## src/irx_pkg.sv

```systemverilog
// Purpose: Shared constants and types of the infrared frame receiver.
// Assumes: clk_sys at 100 MHz.
// Notes:   Times are kept in their own unit; cycle and tick counts derive from them.
package irx_pkg;

  // Clock and timing
  localparam int CLK_PERIOD_NS       = 10;
  localparam int TICK_PERIOD_NS      = 100000;
  localparam int TICK_CYCLES         = TICK_PERIOD_NS / CLK_PERIOD_NS;
  localparam int TICK_US             = TICK_PERIOD_NS / 1000;
  localparam int LEADER_LOW_MIN_US   = 7000;
  localparam int LEADER_HIGH_MIN_US  = 3000;
  localparam int LEADER_HIGH_MAX_US  = 6000;
  localparam int FRAME_TIMEOUT_US    = 120000;
  localparam int BIT_THRESH_NS       = 1000000;
  localparam int BIT_THRESH_CYCLES   = BIT_THRESH_NS / CLK_PERIOD_NS;

  // Tick counts; least times round up, longest times round down
  localparam int LOW_TICKS           = (LEADER_LOW_MIN_US + TICK_US - 1) / TICK_US;
  localparam int HIGH_TICKS          = (LEADER_HIGH_MIN_US + TICK_US - 1) / TICK_US;
  localparam int HIGH_MAX_TICKS      = LEADER_HIGH_MAX_US / TICK_US;
  localparam int TIMEOUT_TICKS       = FRAME_TIMEOUT_US / TICK_US;
  localparam int LD_CNT_W            = 11;
  localparam int FRAME_BITS          = 32;

  // Register offsets (byte addresses)
  localparam logic [7:0] OFS_CTRL      = 8'h00;
  localparam logic [7:0] OFS_ADDR_CODE = 8'h04;
  localparam logic [7:0] OFS_CMD_CODES = 8'h08;
  localparam logic [7:0] OFS_STATUS    = 8'h0C;
  localparam logic [7:0] OFS_IRQ_MASK  = 8'h10;
  localparam logic [7:0] OFS_FRAME     = 8'h14;
  localparam logic [7:0] OFS_STATE     = 8'h18;

  // Fields and reset values
  localparam int CTRL_TICK_RUN   = 0;
  localparam int ST_ACCEPT       = 0;
  localparam int ST_REPEAT       = 1;
  localparam int ST_REJECT       = 2;
  localparam int ST_TIMEOUT      = 3;
  localparam int ST_W            = 4;
  localparam logic [15:0] ADDR_CODE_RST = 16'h0000;
  localparam logic [7:0]  CMD_A_RST     = 8'h5A;
  localparam logic [7:0]  CMD_B_RST     = 8'hDA;

  // Levels
  localparam logic [7:0] LEVEL_OFF  = 8'h00;
  localparam logic [7:0] LEVEL_LOW  = 8'h55;
  localparam logic [7:0] LEVEL_MID  = 8'hAA;
  localparam logic [7:0] LEVEL_MAX  = 8'hFF;
  localparam logic [2:0] STEP_LAST  = 3'h5;

  typedef enum logic [1:0] {
    wait_leader_fall         = 2'b00,
    wait_leader_rise         = 2'b01,
    check_leader_high_width  = 2'b10,
    receive_frame_bits       = 2'b11
  } leader_state_t;

  typedef enum logic [1:0] {
    last_none = 2'b00,
    last_a    = 2'b01,
    last_b    = 2'b10
  } last_cmd_t;

endpackage : irx_pkg

```

## src/width_if.sv

```systemverilog
// Purpose: Carrier between the frame control and the width measurement channel.
// Assumes: One clock domain.
// Notes:   Edges are one-cycle pulses from synchronised input.
interface width_if #(parameter int WIDTH_W = 20);
  logic               en;
  logic               rise;
  logic               fall;
  logic               bit_vld;
  logic               bit_val;
  logic [WIDTH_W-1:0] width;

  modport meter (input en, input rise, input fall, output bit_vld, output bit_val, output width);
  modport ctrl  (output en, output rise, output fall, input bit_vld, input bit_val, input width);
endinterface : width_if

```

## src/command_evaluator.sv

```systemverilog
// Purpose: Matches received frames and steps or toggles the shared LED level.
// Assumes: Frame and repeat strobes are one-cycle pulses.
// Notes:   A repeat reapplies the last accepted command.
module command_evaluator (
  input  wire logic        clk_sys,
  input  wire logic        rst_b,
  input  wire logic        frame_vld,
  input  wire logic [31:0] frame,
  input  wire logic        repeat_vld,
  input  wire logic [15:0] addr_code,
  input  wire logic [7:0]  cmd_a,
  input  wire logic [7:0]  cmd_b,
  output logic      [7:0]  level,
  output logic             accept,
  output logic             reject
);
  logic [2:0]         step_q;
  logic [7:0]         level_q;
  logic               accept_q;
  logic               reject_q;
  irx_pkg::last_cmd_t last_q;

  function automatic logic [7:0] step_level(input logic [2:0] s);
    case (s)
      3'h0:    step_level = irx_pkg::LEVEL_OFF;
      3'h1:    step_level = irx_pkg::LEVEL_LOW;
      3'h2:    step_level = irx_pkg::LEVEL_MID;
      3'h3:    step_level = irx_pkg::LEVEL_MAX;
      3'h4:    step_level = irx_pkg::LEVEL_MID;
      default: step_level = irx_pkg::LEVEL_LOW;
    endcase
  endfunction : step_level

  // Custom code low 16 bits, data code next byte
  wire       custom_ok = (frame[15:0] == addr_code);
  wire       is_a      = custom_ok && (frame[23:16] == cmd_a);
  wire       is_b      = custom_ok && !is_a && (frame[23:16] == cmd_b);
  wire       do_a      = (frame_vld && is_a) || (repeat_vld && last_q == irx_pkg::last_a);
  wire       do_b      = (frame_vld && is_b) || (repeat_vld && last_q == irx_pkg::last_b);
  wire [2:0] step_nxt  = (step_q == irx_pkg::STEP_LAST) ? 3'h0 : step_q + 3'h1;

  always_ff @(posedge clk_sys) begin
    if (!rst_b) begin
      step_q  <= 3'h0;
      level_q <= irx_pkg::LEVEL_OFF;
    end else if (do_a) begin
      step_q  <= step_nxt;
      level_q <= step_level(step_nxt);
    end else if (do_b) begin
      level_q <= (level_q == irx_pkg::LEVEL_OFF) ? irx_pkg::LEVEL_MAX : irx_pkg::LEVEL_OFF;
    end
  end

  always_ff @(posedge clk_sys) begin
    if (!rst_b) begin
      last_q   <= irx_pkg::last_none;
      accept_q <= 1'b0;
      reject_q <= 1'b0;
    end else begin
      accept_q <= frame_vld && (is_a || is_b);
      reject_q <= frame_vld && !(is_a || is_b);
      if (frame_vld && is_a) begin
        last_q <= irx_pkg::last_a;
      end else if (frame_vld && is_b) begin
        last_q <= irx_pkg::last_b;
      end
    end
  end

  assign level  = level_q;
  assign accept = accept_q;
  assign reject = reject_q;

  level_step_a: assert property (@(posedge clk_sys) disable iff (!rst_b)
    do_a && step_q == 3'h2 |=> level_q == irx_pkg::LEVEL_MAX ##1 1)
    else $error("step sequence did not reach maximum");
  level_toggle_a: assert property (@(posedge clk_sys) disable iff (!rst_b)
    !do_a && do_b |=> level_q != $past(level_q) && (level_q == 8'h00 || level_q == 8'hFF))
    else $error("second command did not toggle level");
  code_reject_a: assert property (@(posedge clk_sys) disable iff (!rst_b)
    frame_vld && !custom_ok |=> reject_q && !accept_q && $stable(level_q))
    else $error("frame with wrong custom code changed level");
  cmd_a_cov: cover property (@(posedge clk_sys) frame_vld && is_a);
  cmd_b_cov: cover property (@(posedge clk_sys) frame_vld && is_b);

endmodule : command_evaluator

```

## src/ir_pulse_distance_receiver.sv

```systemverilog
// Purpose: Pulse-distance IR frame receiver driving a shared LED level over APB control.
// Assumes: ir_input_pin is asynchronous; APB slave, 32-bit data.
// Notes:   Leader states advance only on the sampling tick; the frame state also leaves on the last bit.
// Functional notes
// - Width counter counts at system clock, starts on rise, captures on fall.
// - Width capture stays masked after reset until bit reception begins.
// - Sampling tick runs at 100 us intervals once software starts it.
// - Leader detection has four states: fall, rise, high width check, frame.
// - Normal leader enters frame state, ignores ticks, starts width measurement; here ticks still count toward the frame timeout.
// - Width above threshold stores one, below stores zero.
// - After 32 bits: mask capture, stop channel, return to fall wait, evaluate.
// - Accept frame only if custom code and one of two data codes match.
// - First command steps level through 0, 85, 170, 255, 170, 85 repeatedly.
// - Second command toggles level between 0 and 255.
// - Leader low period must last at least 7 ms.
// - High at least 3 ms is a normal leader, shorter is a repeat; here a high beyond 6 ms returns to the fall wait.
// - Bit threshold is 1 ms.
// - Repeat leader reapplies the level change without data bits.
//
// Chosen here: register access over APB and the register addresses.
module ir_pulse_distance_receiver #(
  parameter int TICK_CYCLES       = irx_pkg::TICK_CYCLES,
  parameter int BIT_THRESH_CYCLES = irx_pkg::BIT_THRESH_CYCLES,
  parameter int WIDTH_W           = 20
) (
  input  wire logic        clk_sys,
  input  wire logic        rst_b,
  input  wire logic        psel,
  input  wire logic        penable,
  input  wire logic        pwrite,
  input  wire logic [7:0]  paddr,
  input  wire logic [31:0] pwdata,
  output logic      [31:0] prdata,
  output logic             pready,
  output logic             pslverr,
  input  wire logic        ir_input_pin,
  output logic             irq,
  output logic      [7:0]  led_level_a,
  output logic      [7:0]  led_level_b,
  output logic      [7:0]  led_level_c
);
  localparam int TCW = $clog2(TICK_CYCLES + 1);
  localparam logic [TCW-1:0] TICK_LAST = TCW'(TICK_CYCLES - 1);
  localparam int LW = irx_pkg::LD_CNT_W;
  localparam logic [LW-1:0] LOW_T   = LW'(irx_pkg::LOW_TICKS);
  localparam logic [LW-1:0] HIGH_T  = LW'(irx_pkg::HIGH_TICKS);
  localparam logic [LW-1:0] HMAX_T  = LW'(irx_pkg::HIGH_MAX_TICKS);
  localparam logic [LW-1:0] TOUT_T  = LW'(irx_pkg::TIMEOUT_TICKS);
  localparam logic [LW-1:0] LD_MAX  = '1;
  localparam logic [4:0]    LAST_BIT = 5'(irx_pkg::FRAME_BITS - 1);

  width_if #(.WIDTH_W(WIDTH_W)) wif ();

  // Pin synchroniser and edge detect
  logic ir_m_q;
  logic ir_s_q;
  logic ir_d_q;
  always_ff @(posedge clk_sys) begin
    if (!rst_b) begin
      ir_m_q <= 1'b1;
      ir_s_q <= 1'b1;
      ir_d_q <= 1'b1;
    end else begin
      ir_m_q <= ir_input_pin;
      ir_s_q <= ir_m_q;
      ir_d_q <= ir_s_q;
    end
  end
  wire ir_rise = ir_s_q && !ir_d_q;
  wire ir_fall = !ir_s_q && ir_d_q;

  // APB registers
  logic                 tick_run_q;
  logic [15:0]          addr_code_q;
  logic [7:0]           cmd_a_q;
  logic [7:0]           cmd_b_q;
  logic [irx_pkg::ST_W-1:0] status_q;
  logic [irx_pkg::ST_W-1:0] mask_q;
  logic [31:0]          last_frame_q;
  logic                 pready_q;
  logic [31:0]          prdata_q;
  logic                 pslverr_q;
  logic                 irq_q;

  // Sampling tick
  logic [TCW-1:0] tick_cnt_q;
  logic           tick_q;
  always_ff @(posedge clk_sys) begin
    if (!rst_b || !tick_run_q) begin
      tick_cnt_q <= '0;
      tick_q     <= 1'b0;
    end else begin
      tick_cnt_q <= (tick_cnt_q == TICK_LAST) ? '0 : tick_cnt_q + 1'b1;
      tick_q     <= (tick_cnt_q == TICK_LAST);
    end
  end

  // Leader detection
  irx_pkg::leader_state_t state_q;
  irx_pkg::leader_state_t state_d;
  logic [LW-1:0] ld_cnt_q;
  logic [LW-1:0] ld_cnt_d;
  logic          meas_en_q;
  logic          meas_en_d;
  logic          rep_d;
  logic          tout_d;
  logic          rep_q;
  logic          tout_q;
  logic          frame_vld_q;
  logic [4:0]    bit_cnt_q;
  logic [31:0]   frame_q;

  wire [LW-1:0] ld_inc   = (ld_cnt_q == LD_MAX) ? ld_cnt_q : ld_cnt_q + 1'b1;
  wire          last_bit = wif.bit_vld && (bit_cnt_q == LAST_BIT);

  always_comb begin
    state_d   = state_q;
    ld_cnt_d  = ld_cnt_q;
    meas_en_d = meas_en_q;
    rep_d     = 1'b0;
    tout_d    = 1'b0;
    case (state_q)
      irx_pkg::wait_leader_fall: begin
        if (tick_q && !ir_s_q) begin
          state_d  = irx_pkg::wait_leader_rise;
          ld_cnt_d = '0;
        end
      end
      irx_pkg::wait_leader_rise: begin
        if (tick_q && !ir_s_q) begin
          ld_cnt_d = ld_inc;
        end else if (tick_q && ld_cnt_q >= LOW_T) begin
          state_d  = irx_pkg::check_leader_high_width;
          ld_cnt_d = '0;
        end else if (tick_q) begin
          state_d  = irx_pkg::wait_leader_fall;
        end
      end
      irx_pkg::check_leader_high_width: begin
        if (tick_q && ir_s_q && ld_cnt_q >= HMAX_T) begin
          state_d  = irx_pkg::wait_leader_fall;
        end else if (tick_q && ir_s_q) begin
          ld_cnt_d = ld_inc;
        end else if (tick_q && ld_cnt_q >= HIGH_T) begin
          state_d   = irx_pkg::receive_frame_bits;
          ld_cnt_d  = '0;
          meas_en_d = 1'b1;
        end else if (tick_q) begin
          state_d  = irx_pkg::wait_leader_fall;
          rep_d    = 1'b1;
        end
      end
      irx_pkg::receive_frame_bits: begin
        if (last_bit) begin
          state_d   = irx_pkg::wait_leader_fall;
          meas_en_d = 1'b0;
        end else if (tick_q && ld_cnt_q >= TOUT_T) begin
          state_d   = irx_pkg::wait_leader_fall;
          meas_en_d = 1'b0;
          tout_d    = 1'b1;
        end else if (tick_q) begin
          ld_cnt_d  = ld_inc;
        end
      end
      default: begin
        state_d   = irx_pkg::wait_leader_fall;
        meas_en_d = 1'b0;
      end
    endcase
  end

  always_ff @(posedge clk_sys) begin
    if (!rst_b) begin
      state_q   <= irx_pkg::wait_leader_fall;
      ld_cnt_q  <= '0;
      meas_en_q <= 1'b0;
      rep_q     <= 1'b0;
      tout_q    <= 1'b0;
    end else begin
      state_q   <= state_d;
      ld_cnt_q  <= ld_cnt_d;
      meas_en_q <= meas_en_d;
      rep_q     <= rep_d;
      tout_q    <= tout_d;
    end
  end

  // Bit assembly, LSB first
  always_ff @(posedge clk_sys) begin
    if (!rst_b) begin
      bit_cnt_q    <= '0;
      frame_q      <= '0;
      frame_vld_q  <= 1'b0;
      last_frame_q <= '0;
    end else begin
      frame_vld_q <= last_bit && meas_en_q;
      if (!meas_en_q) begin
        bit_cnt_q <= '0;
      end else if (wif.bit_vld) begin
        bit_cnt_q <= bit_cnt_q + 5'h1;
        frame_q   <= {wif.bit_val, frame_q[31:1]};
      end
      if (frame_vld_q) begin
        last_frame_q <= frame_q;
      end
    end
  end

  assign wif.en   = meas_en_q;
  assign wif.rise = ir_rise;
  assign wif.fall = ir_fall;

  width_meter #(.WIDTH_W(WIDTH_W), .BIT_THRESH_CYCLES(BIT_THRESH_CYCLES)) u_meter (
    .clk_sys (clk_sys),
    .rst_b   (rst_b),
    .wif     (wif)
  );

  logic [7:0] level;
  logic       accept;
  logic       reject;
  command_evaluator u_eval (
    .clk_sys    (clk_sys),
    .rst_b      (rst_b),
    .frame_vld  (frame_vld_q),
    .frame      (frame_q),
    .repeat_vld (rep_q),
    .addr_code  (addr_code_q),
    .cmd_a      (cmd_a_q),
    .cmd_b      (cmd_b_q),
    .level      (level),
    .accept     (accept),
    .reject     (reject)
  );

  // APB decode
  wire acc      = psel && penable;
  wire wr_en    = acc && pwrite && pready_q;
  wire pready_d = acc && !pready_q;
  wire hit_ctrl = (paddr == irx_pkg::OFS_CTRL);
  wire hit_addr = (paddr == irx_pkg::OFS_ADDR_CODE);
  wire hit_cmd  = (paddr == irx_pkg::OFS_CMD_CODES);
  wire hit_stat = (paddr == irx_pkg::OFS_STATUS);
  wire hit_mask = (paddr == irx_pkg::OFS_IRQ_MASK);
  wire hit_frm  = (paddr == irx_pkg::OFS_FRAME);
  wire hit_st   = (paddr == irx_pkg::OFS_STATE);
  wire hit_any  = hit_ctrl | hit_addr | hit_cmd | hit_stat | hit_mask | hit_frm | hit_st;
  wire [irx_pkg::ST_W-1:0] st_set = {tout_q, reject, rep_q, accept};
  wire [irx_pkg::ST_W-1:0] st_clr = (wr_en && hit_stat) ? pwdata[irx_pkg::ST_W-1:0] : '0;
  wire [31:0] rd_mux =
      hit_ctrl ? {31'h0, tick_run_q} :
      hit_addr ? {16'h0, addr_code_q} :
      hit_cmd  ? {16'h0, cmd_b_q, cmd_a_q} :
      hit_stat ? {28'h0, status_q} :
      hit_mask ? {28'h0, mask_q} :
      hit_frm  ? last_frame_q :
      hit_st   ? {16'h0, 1'b0, meas_en_q, state_q, 4'h0, level} : 32'h0;

  always_ff @(posedge clk_sys) begin
    if (!rst_b) begin
      tick_run_q  <= 1'b0;
      addr_code_q <= irx_pkg::ADDR_CODE_RST;
      cmd_a_q     <= irx_pkg::CMD_A_RST;
      cmd_b_q     <= irx_pkg::CMD_B_RST;
      mask_q      <= '0;
    end else if (wr_en) begin
      if (hit_ctrl) tick_run_q <= pwdata[irx_pkg::CTRL_TICK_RUN];
      if (hit_addr) addr_code_q <= pwdata[15:0];
      if (hit_cmd) {cmd_b_q, cmd_a_q} <= pwdata[15:0];
      if (hit_mask) mask_q <= pwdata[irx_pkg::ST_W-1:0];
    end
  end

  // Set wins over write-one-clear
  always_ff @(posedge clk_sys) begin
    if (!rst_b) begin
      status_q  <= '0;
      irq_q     <= 1'b0;
      pready_q  <= 1'b0;
      prdata_q  <= '0;
      pslverr_q <= 1'b0;
    end else begin
      status_q  <= (status_q & ~st_clr) | st_set;
      irq_q     <= |(((status_q & ~st_clr) | st_set) & mask_q);
      pready_q  <= pready_d;
      prdata_q  <= (pready_d && !pwrite) ? rd_mux : 32'h0;
      pslverr_q <= pready_d && !hit_any;
    end
  end

  assign prdata      = prdata_q;
  assign pready      = pready_q;
  assign pslverr     = pslverr_q;
  assign irq         = irq_q;
  assign led_level_a = level;
  assign led_level_b = level;
  assign led_level_c = level;

  low_period_a: assert property (@(posedge clk_sys) disable iff (!rst_b)
    state_q == irx_pkg::wait_leader_rise && state_d == irx_pkg::check_leader_high_width
    |-> ld_cnt_q >= LOW_T)
    else $error("leader low period accepted too short");
  normal_leader_a: assert property (@(posedge clk_sys) disable iff (!rst_b)
    state_q == irx_pkg::check_leader_high_width && tick_q && !ir_s_q && ld_cnt_q >= HIGH_T
    |=> state_q == irx_pkg::receive_frame_bits && meas_en_q)
    else $error("normal leader did not start frame reception");
  repeat_lead_a: assert property (@(posedge clk_sys) disable iff (!rst_b)
    state_q == irx_pkg::check_leader_high_width && tick_q && !ir_s_q && ld_cnt_q < HIGH_T
    |=> rep_q && state_q == irx_pkg::wait_leader_fall)
    else $error("short leader high not treated as repeat");
  meas_masked_a: assert property (@(posedge clk_sys) disable iff (!rst_b)
    state_q != irx_pkg::receive_frame_bits |-> !meas_en_q)
    else $error("width capture enabled outside frame reception");
  tick_spacing_a: assert property (@(posedge clk_sys) disable iff (!rst_b)
    tick_q |=> !tick_q [*8])
    else $error("sampling ticks too close");
  bit_lsb_a: assert property (@(posedge clk_sys) disable iff (!rst_b)
    meas_en_q && wif.bit_vld |=> frame_q[31] == $past(wif.bit_val))
    else $error("received bit not shifted in at top");
  frame_end_a: assert property (@(posedge clk_sys) disable iff (!rst_b)
    meas_en_q && last_bit |=> frame_vld_q && !meas_en_q && state_q == irx_pkg::wait_leader_fall)
    else $error("frame end handling wrong");
  irq_level_a: assert property (@(posedge clk_sys) disable iff (!rst_b)
    |(status_q & mask_q) |=> irq_q || $past(st_clr) != '0)
    else $error("interrupt not raised for unmasked status");
  frame_cov: cover property (@(posedge clk_sys) frame_vld_q);
  repeat_cov: cover property (@(posedge clk_sys) rep_q);
  apb_err_cov: cover property (@(posedge clk_sys) pready_q && pslverr_q);

endmodule : ir_pulse_distance_receiver

```

## src/width_meter.sv

```systemverilog
// Purpose: High-level width measurement and bit classification.
// Assumes: Edge pulses come from synchronised input.
// Notes:   Counter saturates; a pulse longer than the range reads as one.
module width_meter #(
  parameter int WIDTH_W           = 20,
  parameter int BIT_THRESH_CYCLES = irx_pkg::BIT_THRESH_CYCLES
) (
  input  wire logic clk_sys,
  input  wire logic rst_b,
  width_if.meter    wif
);
  localparam logic [WIDTH_W-1:0] THRESH  = WIDTH_W'(BIT_THRESH_CYCLES);
  localparam logic [WIDTH_W-1:0] CNT_MAX = '1;

  logic [WIDTH_W-1:0] cnt_q;
  logic               run_q;
  logic               vld_q;
  logic               val_q;
  logic [WIDTH_W-1:0] width_q;

  wire               start   = wif.en && wif.rise;
  wire               capture = wif.en && run_q && wif.fall;
  wire [WIDTH_W-1:0] cnt_inc = (cnt_q == CNT_MAX) ? cnt_q : cnt_q + 1'b1;

  // Start on rise, capture on fall
  always_ff @(posedge clk_sys) begin
    if (!rst_b) begin
      cnt_q <= '0;
      run_q <= 1'b0;
    end else if (!wif.en) begin
      run_q <= 1'b0;
    end else if (start) begin
      cnt_q <= '0;
      run_q <= 1'b1;
    end else if (capture) begin
      run_q <= 1'b0;
    end else if (run_q) begin
      cnt_q <= cnt_inc;
    end
  end

  always_ff @(posedge clk_sys) begin
    if (!rst_b) begin
      vld_q   <= 1'b0;
      val_q   <= 1'b0;
      width_q <= '0;
    end else begin
      vld_q <= capture;
      if (capture) begin
        val_q   <= (cnt_q > THRESH);
        width_q <= cnt_q;
      end
    end
  end

  assign wif.bit_vld = vld_q;
  assign wif.bit_val = val_q;
  assign wif.width   = width_q;

  bit_class_a: assert property (@(posedge clk_sys) disable iff (!rst_b)
    capture && (cnt_q > THRESH) |=> wif.bit_vld && wif.bit_val)
    else $error("long high width not classified as one");
  width_start_a: assert property (@(posedge clk_sys) disable iff (!rst_b)
    start |=> run_q && (cnt_q == '0))
    else $error("width counter did not start on rising edge");

endmodule : width_meter

```

## config.mk

```make
export PLATFORM = sky130hd
export DESIGN_NAME = ir_pulse_distance_receiver
export DESIGN_NICKNAME = d
export VERILOG_FILES = /design/src/irx_pkg.sv /design/src/width_if.sv /design/src/command_evaluator.sv /design/src/ir_pulse_distance_receiver.sv /design/src/width_meter.sv
export SDC_FILE = /design/constraint.sdc
export NUM_CORES = 1
export LEC_CHECK = 0
export ABC_AREA = 1
export BUFFER_PORTS_ARGS = -buffer_cell sky130_fd_sc_hd__buf_2
export CORE_MARGIN = 2
export CORE_UTILIZATION = 59
export CTS_BUF_LIST = sky130_fd_sc_hd__clkbuf_8 sky130_fd_sc_hd__clkbuf_16
export CTS_CLUSTER_DIAMETER = 30
export DETAILED_ROUTE_END_ITERATION = 16
export PLACE_DENSITY_LB_ADDON = 0.15
export SYNTH_ARGS = -nofsm -noshare
export SYNTH_HDL_FRONTEND = slang
export SYNTH_SLANG_ARGS = --single-unit
```

## constraint.sdc

```tcl
create_clock -name clk_sys -period 2.3 [get_ports clk_sys]
set_clock_uncertainty 0.2 [all_clocks]
set_input_delay 0.345 -clock clk_sys [delete_from_list [all_inputs] [get_ports clk_sys]]
set_output_delay 0.345 -clock clk_sys [all_outputs]
set_load 0.1 [all_outputs]
```

# Yosys cells after proc, flatten, opt, wreduce, memory -nomap -nowiden
# Index checks and enable logic that the tools add are counted.
# word_totals
reg_bits	218
in_bits	46
output_inout_bits	59
word_cells	216
# classes
add_sub_neg	5
order_cmp	5
eq_ne	36
mux	50
bitwise_logic	14
n_reduce_logical	70
# op_table
operator	count
$mux 11	10
$mux 20	4
$mux 16	4
$pmux 11 s4	1
$mux 32	1
$logic_and 1x1->1	29
$eq 8x5->1 const B	3
$mux 8	3
$pmux 8 s3	1
$add 20x1->20 const B	1
$eq 20x20->1 const B	1
$gt 20x17->1 const B	1
$mux 2	9
$eq 16x16->1	1
$eq 8x4->1 const B	2
$eq 8x8->1	2
$logic_not 8->1	2
$ne 2x2->1 const B	8
$mux 15	1
$add 14x1->14 const B	1
$eq 14x14->1 const B	1
$reduce_and 2->1	7
$mux 1	12
$ne 3x3->1 const B	4
37 further kinds	71

# Longest topological paths before layout
# depth
word_depth	10
mapped_depth	16

# Modules after synthesis
# Synthesis repeated with hierarchy kept, for this count alone.
# unflattened
hier_cells	1508
area_unflattened_um2	10890.4
# modules_own_cells
module	n_inst	cells_each	area_each_um2	seq_area_each_um2
ir_pulse_distance_receiver	1	1029	7787.5	3603.5
width_meter	1	303	2100.8	860.8
command_evaluator	1	176	1002.2	180.2

# Worst setup path after synthesis
# OpenSTA, ideal clock, no wires.
# synth_path
kind	register -> register
start	reg pready_q (netlist: pready)
end	reg addr_code_q[14]
setup_ps	116
arrival_time_ps	2077
t_required_ps	1984
path_slack_ps	-92
path_stages_with_launch	9
synth_period_minus_slack_ps	2392
cell_sequence	dfxtp_1 > inv_1 > nor3_1 > inv_2 > nor2_4 > inv_2 > buf_2 > nor2_1 > nor2_1
# synth_via
elab_chain_cells	2
# synth_rtl
element	line_no	text
from (decl)	ir_pulse_distance_receiver.sv:80	logic pready_q;
from (signal assigned)	ir_pulse_distance_receiver.sv:285	pready_q <= pready_d;
$logic_and 1x1->1	ir_pulse_distance_receiver.sv:238	wire wr_en = acc && pwrite && pready_q;
$reduce_and 2->1 (no line)	-	
to (signal assigned)	ir_pulse_distance_receiver.sv:262	addr_code_q <= irx_pkg::ADDR_CODE_RST;
to (signal assigned)	ir_pulse_distance_receiver.sv:268	if (hit_addr) addr_code_q <= pwdata[15:0];
to (decl)	ir_pulse_distance_receiver.sv:74	logic [15:0] addr_code_q;
# No other way between the ends.
# A chain may end at the register's enable or synchronous reset.

# Final worst setup path
# layout_path
start	reg bit_cnt_q[0]
end	reg ld_cnt_q[6]
# layout_via
elab_chain_cells	4
# layout_rtl
element	line_no	text
from (decl)	ir_pulse_distance_receiver.sv:110	logic [4:0] bit_cnt_q;
from (signal assigned)	ir_pulse_distance_receiver.sv:200	bit_cnt_q <= bit_cnt_q + 5'h1;
$eq 5x5->1	ir_pulse_distance_receiver.sv:114	wire last_bit = wif.bit_vld && (bit_cnt_q == LAST_BIT);
$logic_and 1x1->1	ir_pulse_distance_receiver.sv:114	
$ne 2x2->1 (no line)	-	
$reduce_and 7->1 (no line)	-	
to (signal assigned)	ir_pulse_distance_receiver.sv:181	ld_cnt_q <= ld_cnt_d;
to (decl)	ir_pulse_distance_receiver.sv:101	logic [LW-1:0] ld_cnt_q;
# No other way between the ends.

==> impl_metrics.csv <==
group,metric,value,unit
synth,syn_avg_cell_area,7.20,µm²
floorplan,die_width,132,µm
synth,synthesis.yosys.warnings,0,
power,post-layout-total-power,9630,µW
global_routing,grt_first_pass_wirelength,40300,µm
cts,ctsHtreeMaxLevel,2,
synth,synth_ff_type,"dfxtp_1",
cts,clk_latency,0.52,ns
synth,synth_edf_count,0,
timing,timing.final.crit_share,94.0,%
global_routing,grt.total_usage,27.6,%
cts,ctsRootBufferMaster,"clkbuf_16",
synth,synth-seq-area-share,43.6,%
synth,synth_nets,1404,
detailed_routing,detailroute.via_count,9138,
detailed_routing,wl_per_cell,14.4,µm
setup_path,timing.reg2reg.worst_path_depth,15,
layout,final_layout_size_suffix_gt1_share,17.0,%
timing,max_freq,462,MHz
detailed_routing,wl,24600,µm
power,power.density_cell_area,811,nW/µm²
setup_path,timing.critical_path.arrival,2.40,ns
detailed_routing,drt_first_iter_violations,943,
power,ir_worst_vdd,0.000610,V
detailed_routing,antenna_left,0,
synth,post-synth-top-count-cell,"nand2_1",
placement,dp.cells,1608,
setup_path,worst_r2r_endpoint,"ld_cnt_q[6]$_SDFFE_PN0P_",
run_status,outcome,"finished clean",
setup_path,ff2ff_setup_slack,0.14,ns
layout,finish.utilization,74.2,%
floorplan,core-area,16000,µm²
cts,maximum_number_of_buffers_from_clock_root_to_sink,3,
cts,clock_tree_from_tritoncts,"yes",
detailed_routing,number_of_detailed_routing_iterations_run_before_antenna_repair,6,
floorplan,initial_core_util,60.8,%
global_routing,grt_start_max_net_pins,115,
min_path,min_delay_path_depth,6,
flow_run,maxCapViolCount,0,
synth,synth.cells.most_frequent,"nand2_1 (269), dfxtp_1 (212), inv_1 (151), nor2_1 (143), a21oi_1 (136)",
min_path,hold_path.class,"input pin to flop",
synth,postSynthRegisterBits,212,
placement,place_congestion,0.894,
timing,setup_viol,0,
synth,synth_area_leaders,"dfxtp_1 (44%), nand2_1 (10%), a21oi_1 (7.0%)",
detailed_routing,routed_via_count_divided_by_cell_count,5.36,
placement,final_hpwl_from_detailed_placement,16100,µm
layout,layout.nets,1509,
layout,n_antenna_cell,0,
setup_path,critPathLaunchType,"flop",
cts,tritoncts.num_buffers,40,
synth,post-synth-top-area-fraction,43.6,%
min_path,worst_hold_startpoint,"pwrite",
timing,worst_slew_pin_slew,0.523,ns
setup_path,critical-path-max-stage-delay,0.33,ns
power,static-leakage-power,0.00495,µW
detailed_routing,drc,0,
cts,cts_sinks,212,
setup_path,path_class,"flop to flop",
placement,placement.io_buffers,88,
floorplan,chipHeight,132,µm
setup_path,worst_path_max_delay_cell,"dfxtp_1",
synth,post_synth_design_cell_area,9730,µm²
setup_path,r2r-start,"bit_cnt_q[0]$_SDFFE_PN0P_",
min_path,worstHoldEndpoint,"prdata[0]$_SDFF_PN0_",
timing,finalHoldViolations,0,
synth,synth.lib_cells_used.distinct,44,
synth,async_reset_ff_share,0,%
floorplan,floorplan.die_area,17500,µm²
global_routing,first_global_vias,8473,
timing,grt_setup_unrepaired,"true",
timing,timing.hold.ws,0.0387,ns
global_routing,antenna_violations_before_repair,0,
setup_path,timing.critical_path.fanout_max,6,
synth,dominant_cell_type_by_area_after_synthesis,"dfxtp_1",
setup_path,cp_cell_sequence,"ha_2 -> inv_1 -> nor3_1 -> ha_1 -> nand2_2 -> inv_1 -> o21ai_1 -> nand2_1 -> inv_1 -> nand2_2 -> nor2_4 -> nand3_4 -> nor2_4 -> nand2_2 -> a21oi_2",
layout,post_layout_nonfiller_instances,1704,
timing,timing.slew.headroom,65.1,%
floorplan,ioPinCount,105,
global_routing,grt_overflow_total,0,
timing,min_period,2.16,ns
setup_path,critPathRequiredTime,2.53,ns
layout,syn_to_final_growth,22.0,%
timing,drv_slew,0,
setup_path,setup.worst_path.end_class,"flop",
synth,synthesis.instances,1351,
floorplan,fp-row-count,46,
cts,clk_pin_slew_worst_paths,0.05,ns
critical path, delay by kind of cell (launching register included):
kind                       cells  cell delay, ns
buffers and inverters          3            0.17
and+or+nand+nor                8            0.77
DFF                            1            0.33
adders and majority gates      2            0.38
AOI/OAI and AO/OA              2            0.22
area by class of cell:
class	instances	area [µm²]
Multi-Input combinational cell	898	4490
Sequential cell	212	4250
Fill cell	1284	4130
Clock buffer	42	1040
Timing Repair Buffer	136	885
Inverter	168	633
Clock inverter	32	308
Tap cell	216	270
routing by layer:
layer	vias up	track usage, %	wire (µm)
li1	4596	-	-
met1	4126	38.0	11100
met2	371	44.0	11100
met3	45	5.13	2000
met4	0	8.78	459
met5	-	0	0
metrics by stage:
stage | instance area (µm²) | TNS [ns] | setup WS, ns
final | 11900 | 0 | 0.138
after global routing | 11900 | -0.0823 | -0.0228
after CTS | 11800 | 0 | 0.0786
after detailed placement | 10300 | 0 | 0.136
after global placement | 10300 | 0 | 0.143
after floorplan | 9730 | 0 | 0.167
layout by cell type, fill, tap and decap left out, types with 3 or more instances in the layout:
| cell type | count |
|---|---|
| nand3b_1 | 5 |
| buf_4 | 23 |
| nand2_1 | 264 |
| nor2_1 | 143 |
| buf_2 | 88 |
| nor3_1 | 25 |
| inv_2 | 16 |
| nor2_2 | 11 |
| bufinv_16 | 3 |
| o22ai_1 | 3 |
| clkinv_2 | 6 |
| clkbuf_16 | 41 |
| a21oi_2 | 3 |
| clkinvlp_4 | 7 |
| ha_1 | 6 |
| nor3b_1 | 5 |
| or2_2 | 3 |
| a31oi_1 | 9 |
| o21bai_1 | 5 |
| inv_1 | 153 |
| dfxtp_1 | 211 |
| clkinv_4 | 4 |
| o21ai_0 | 108 |
| inv_6 | 8 |
| o21ai_1 | 7 |
| nand2_2 | 10 |
| dlygate4sd3_1 | 22 |
| xor2_1 | 10 |
| nand4_1 | 19 |
| nand3_1 | 49 |
| nor4_1 | 5 |
| nand3_2 | 6 |
| a21oi_1 | 133 |
| xnor2_1 | 19 |
| o211ai_1 | 23 |
| nor2_4 | 6 |
power breakdown:
part	total, µW	switching, µW	internal [µW]	leakage [µW]
clock	5750	2070	3690	0.000655
combinational	192	122	69.8	0.00258
sequential	3680	2.24	3680	0.00171
cells by family (layout without fill, tap and decap cells):
group,Yosys count,in the layout,synth area share (%)
adders and majority gates,7,7,0.900
AOI/OAI and AO/OA,302,302,16.8
xor gates and xnor gates,29,29,2.61
DFF,212,212,43.6
buffers and inverters,241,378,10.6
and+or+nand+nor,560,560,25.4
registers in the layout (all words and copies together) (netlist names), 3 cells and up:
signal	cells
last_frame_q	32
frame_q	32
cmd_b_q	8
u_eval.step_q	3
bit_cnt_q	5
status_q	4
ld_cnt_q	11
prdata	32
cmd_a_q	8
mask_q	4
tick_cnt_q	14
addr_code_q	16
u_meter.cnt_q	20
worst max path at each step:
stage,start,end,slack [ns],depth (start not counted)
after detailed placement,bit_cnt_q[0]$_SDFFE_PN0P_,ld_cnt_q[8]$_SDFFE_PN0P_,0.14,15
final,bit_cnt_q[0]$_SDFFE_PN0P_,ld_cnt_q[6]$_SDFFE_PN0P_,0.14,15
after global placement,bit_cnt_q[0]$_SDFFE_PN0P_,ld_cnt_q[0]$_SDFFE_PN0P_,0.14,16
after CTS,bit_cnt_q[0]$_SDFFE_PN0P_,ld_cnt_q[6]$_SDFFE_PN0P_,0.08,15
after floorplan,u_eval.level[6]$_SDFFE_PN0P_,led_level_a[2],0.17,1
after global routing,bit_cnt_q[0]$_SDFFE_PN0P_,ld_cnt_q[6]$_SDFFE_PN0P_,-0.02,15
repair_timing:
action,in CTS,in global routing
hold buffers,22,0
gates resized for setup,0,13
setup endpoints to repair,0,14
hold endpoints to repair,35,0
buffers inserted,0,0
Power figures use the tool's default switching activity.
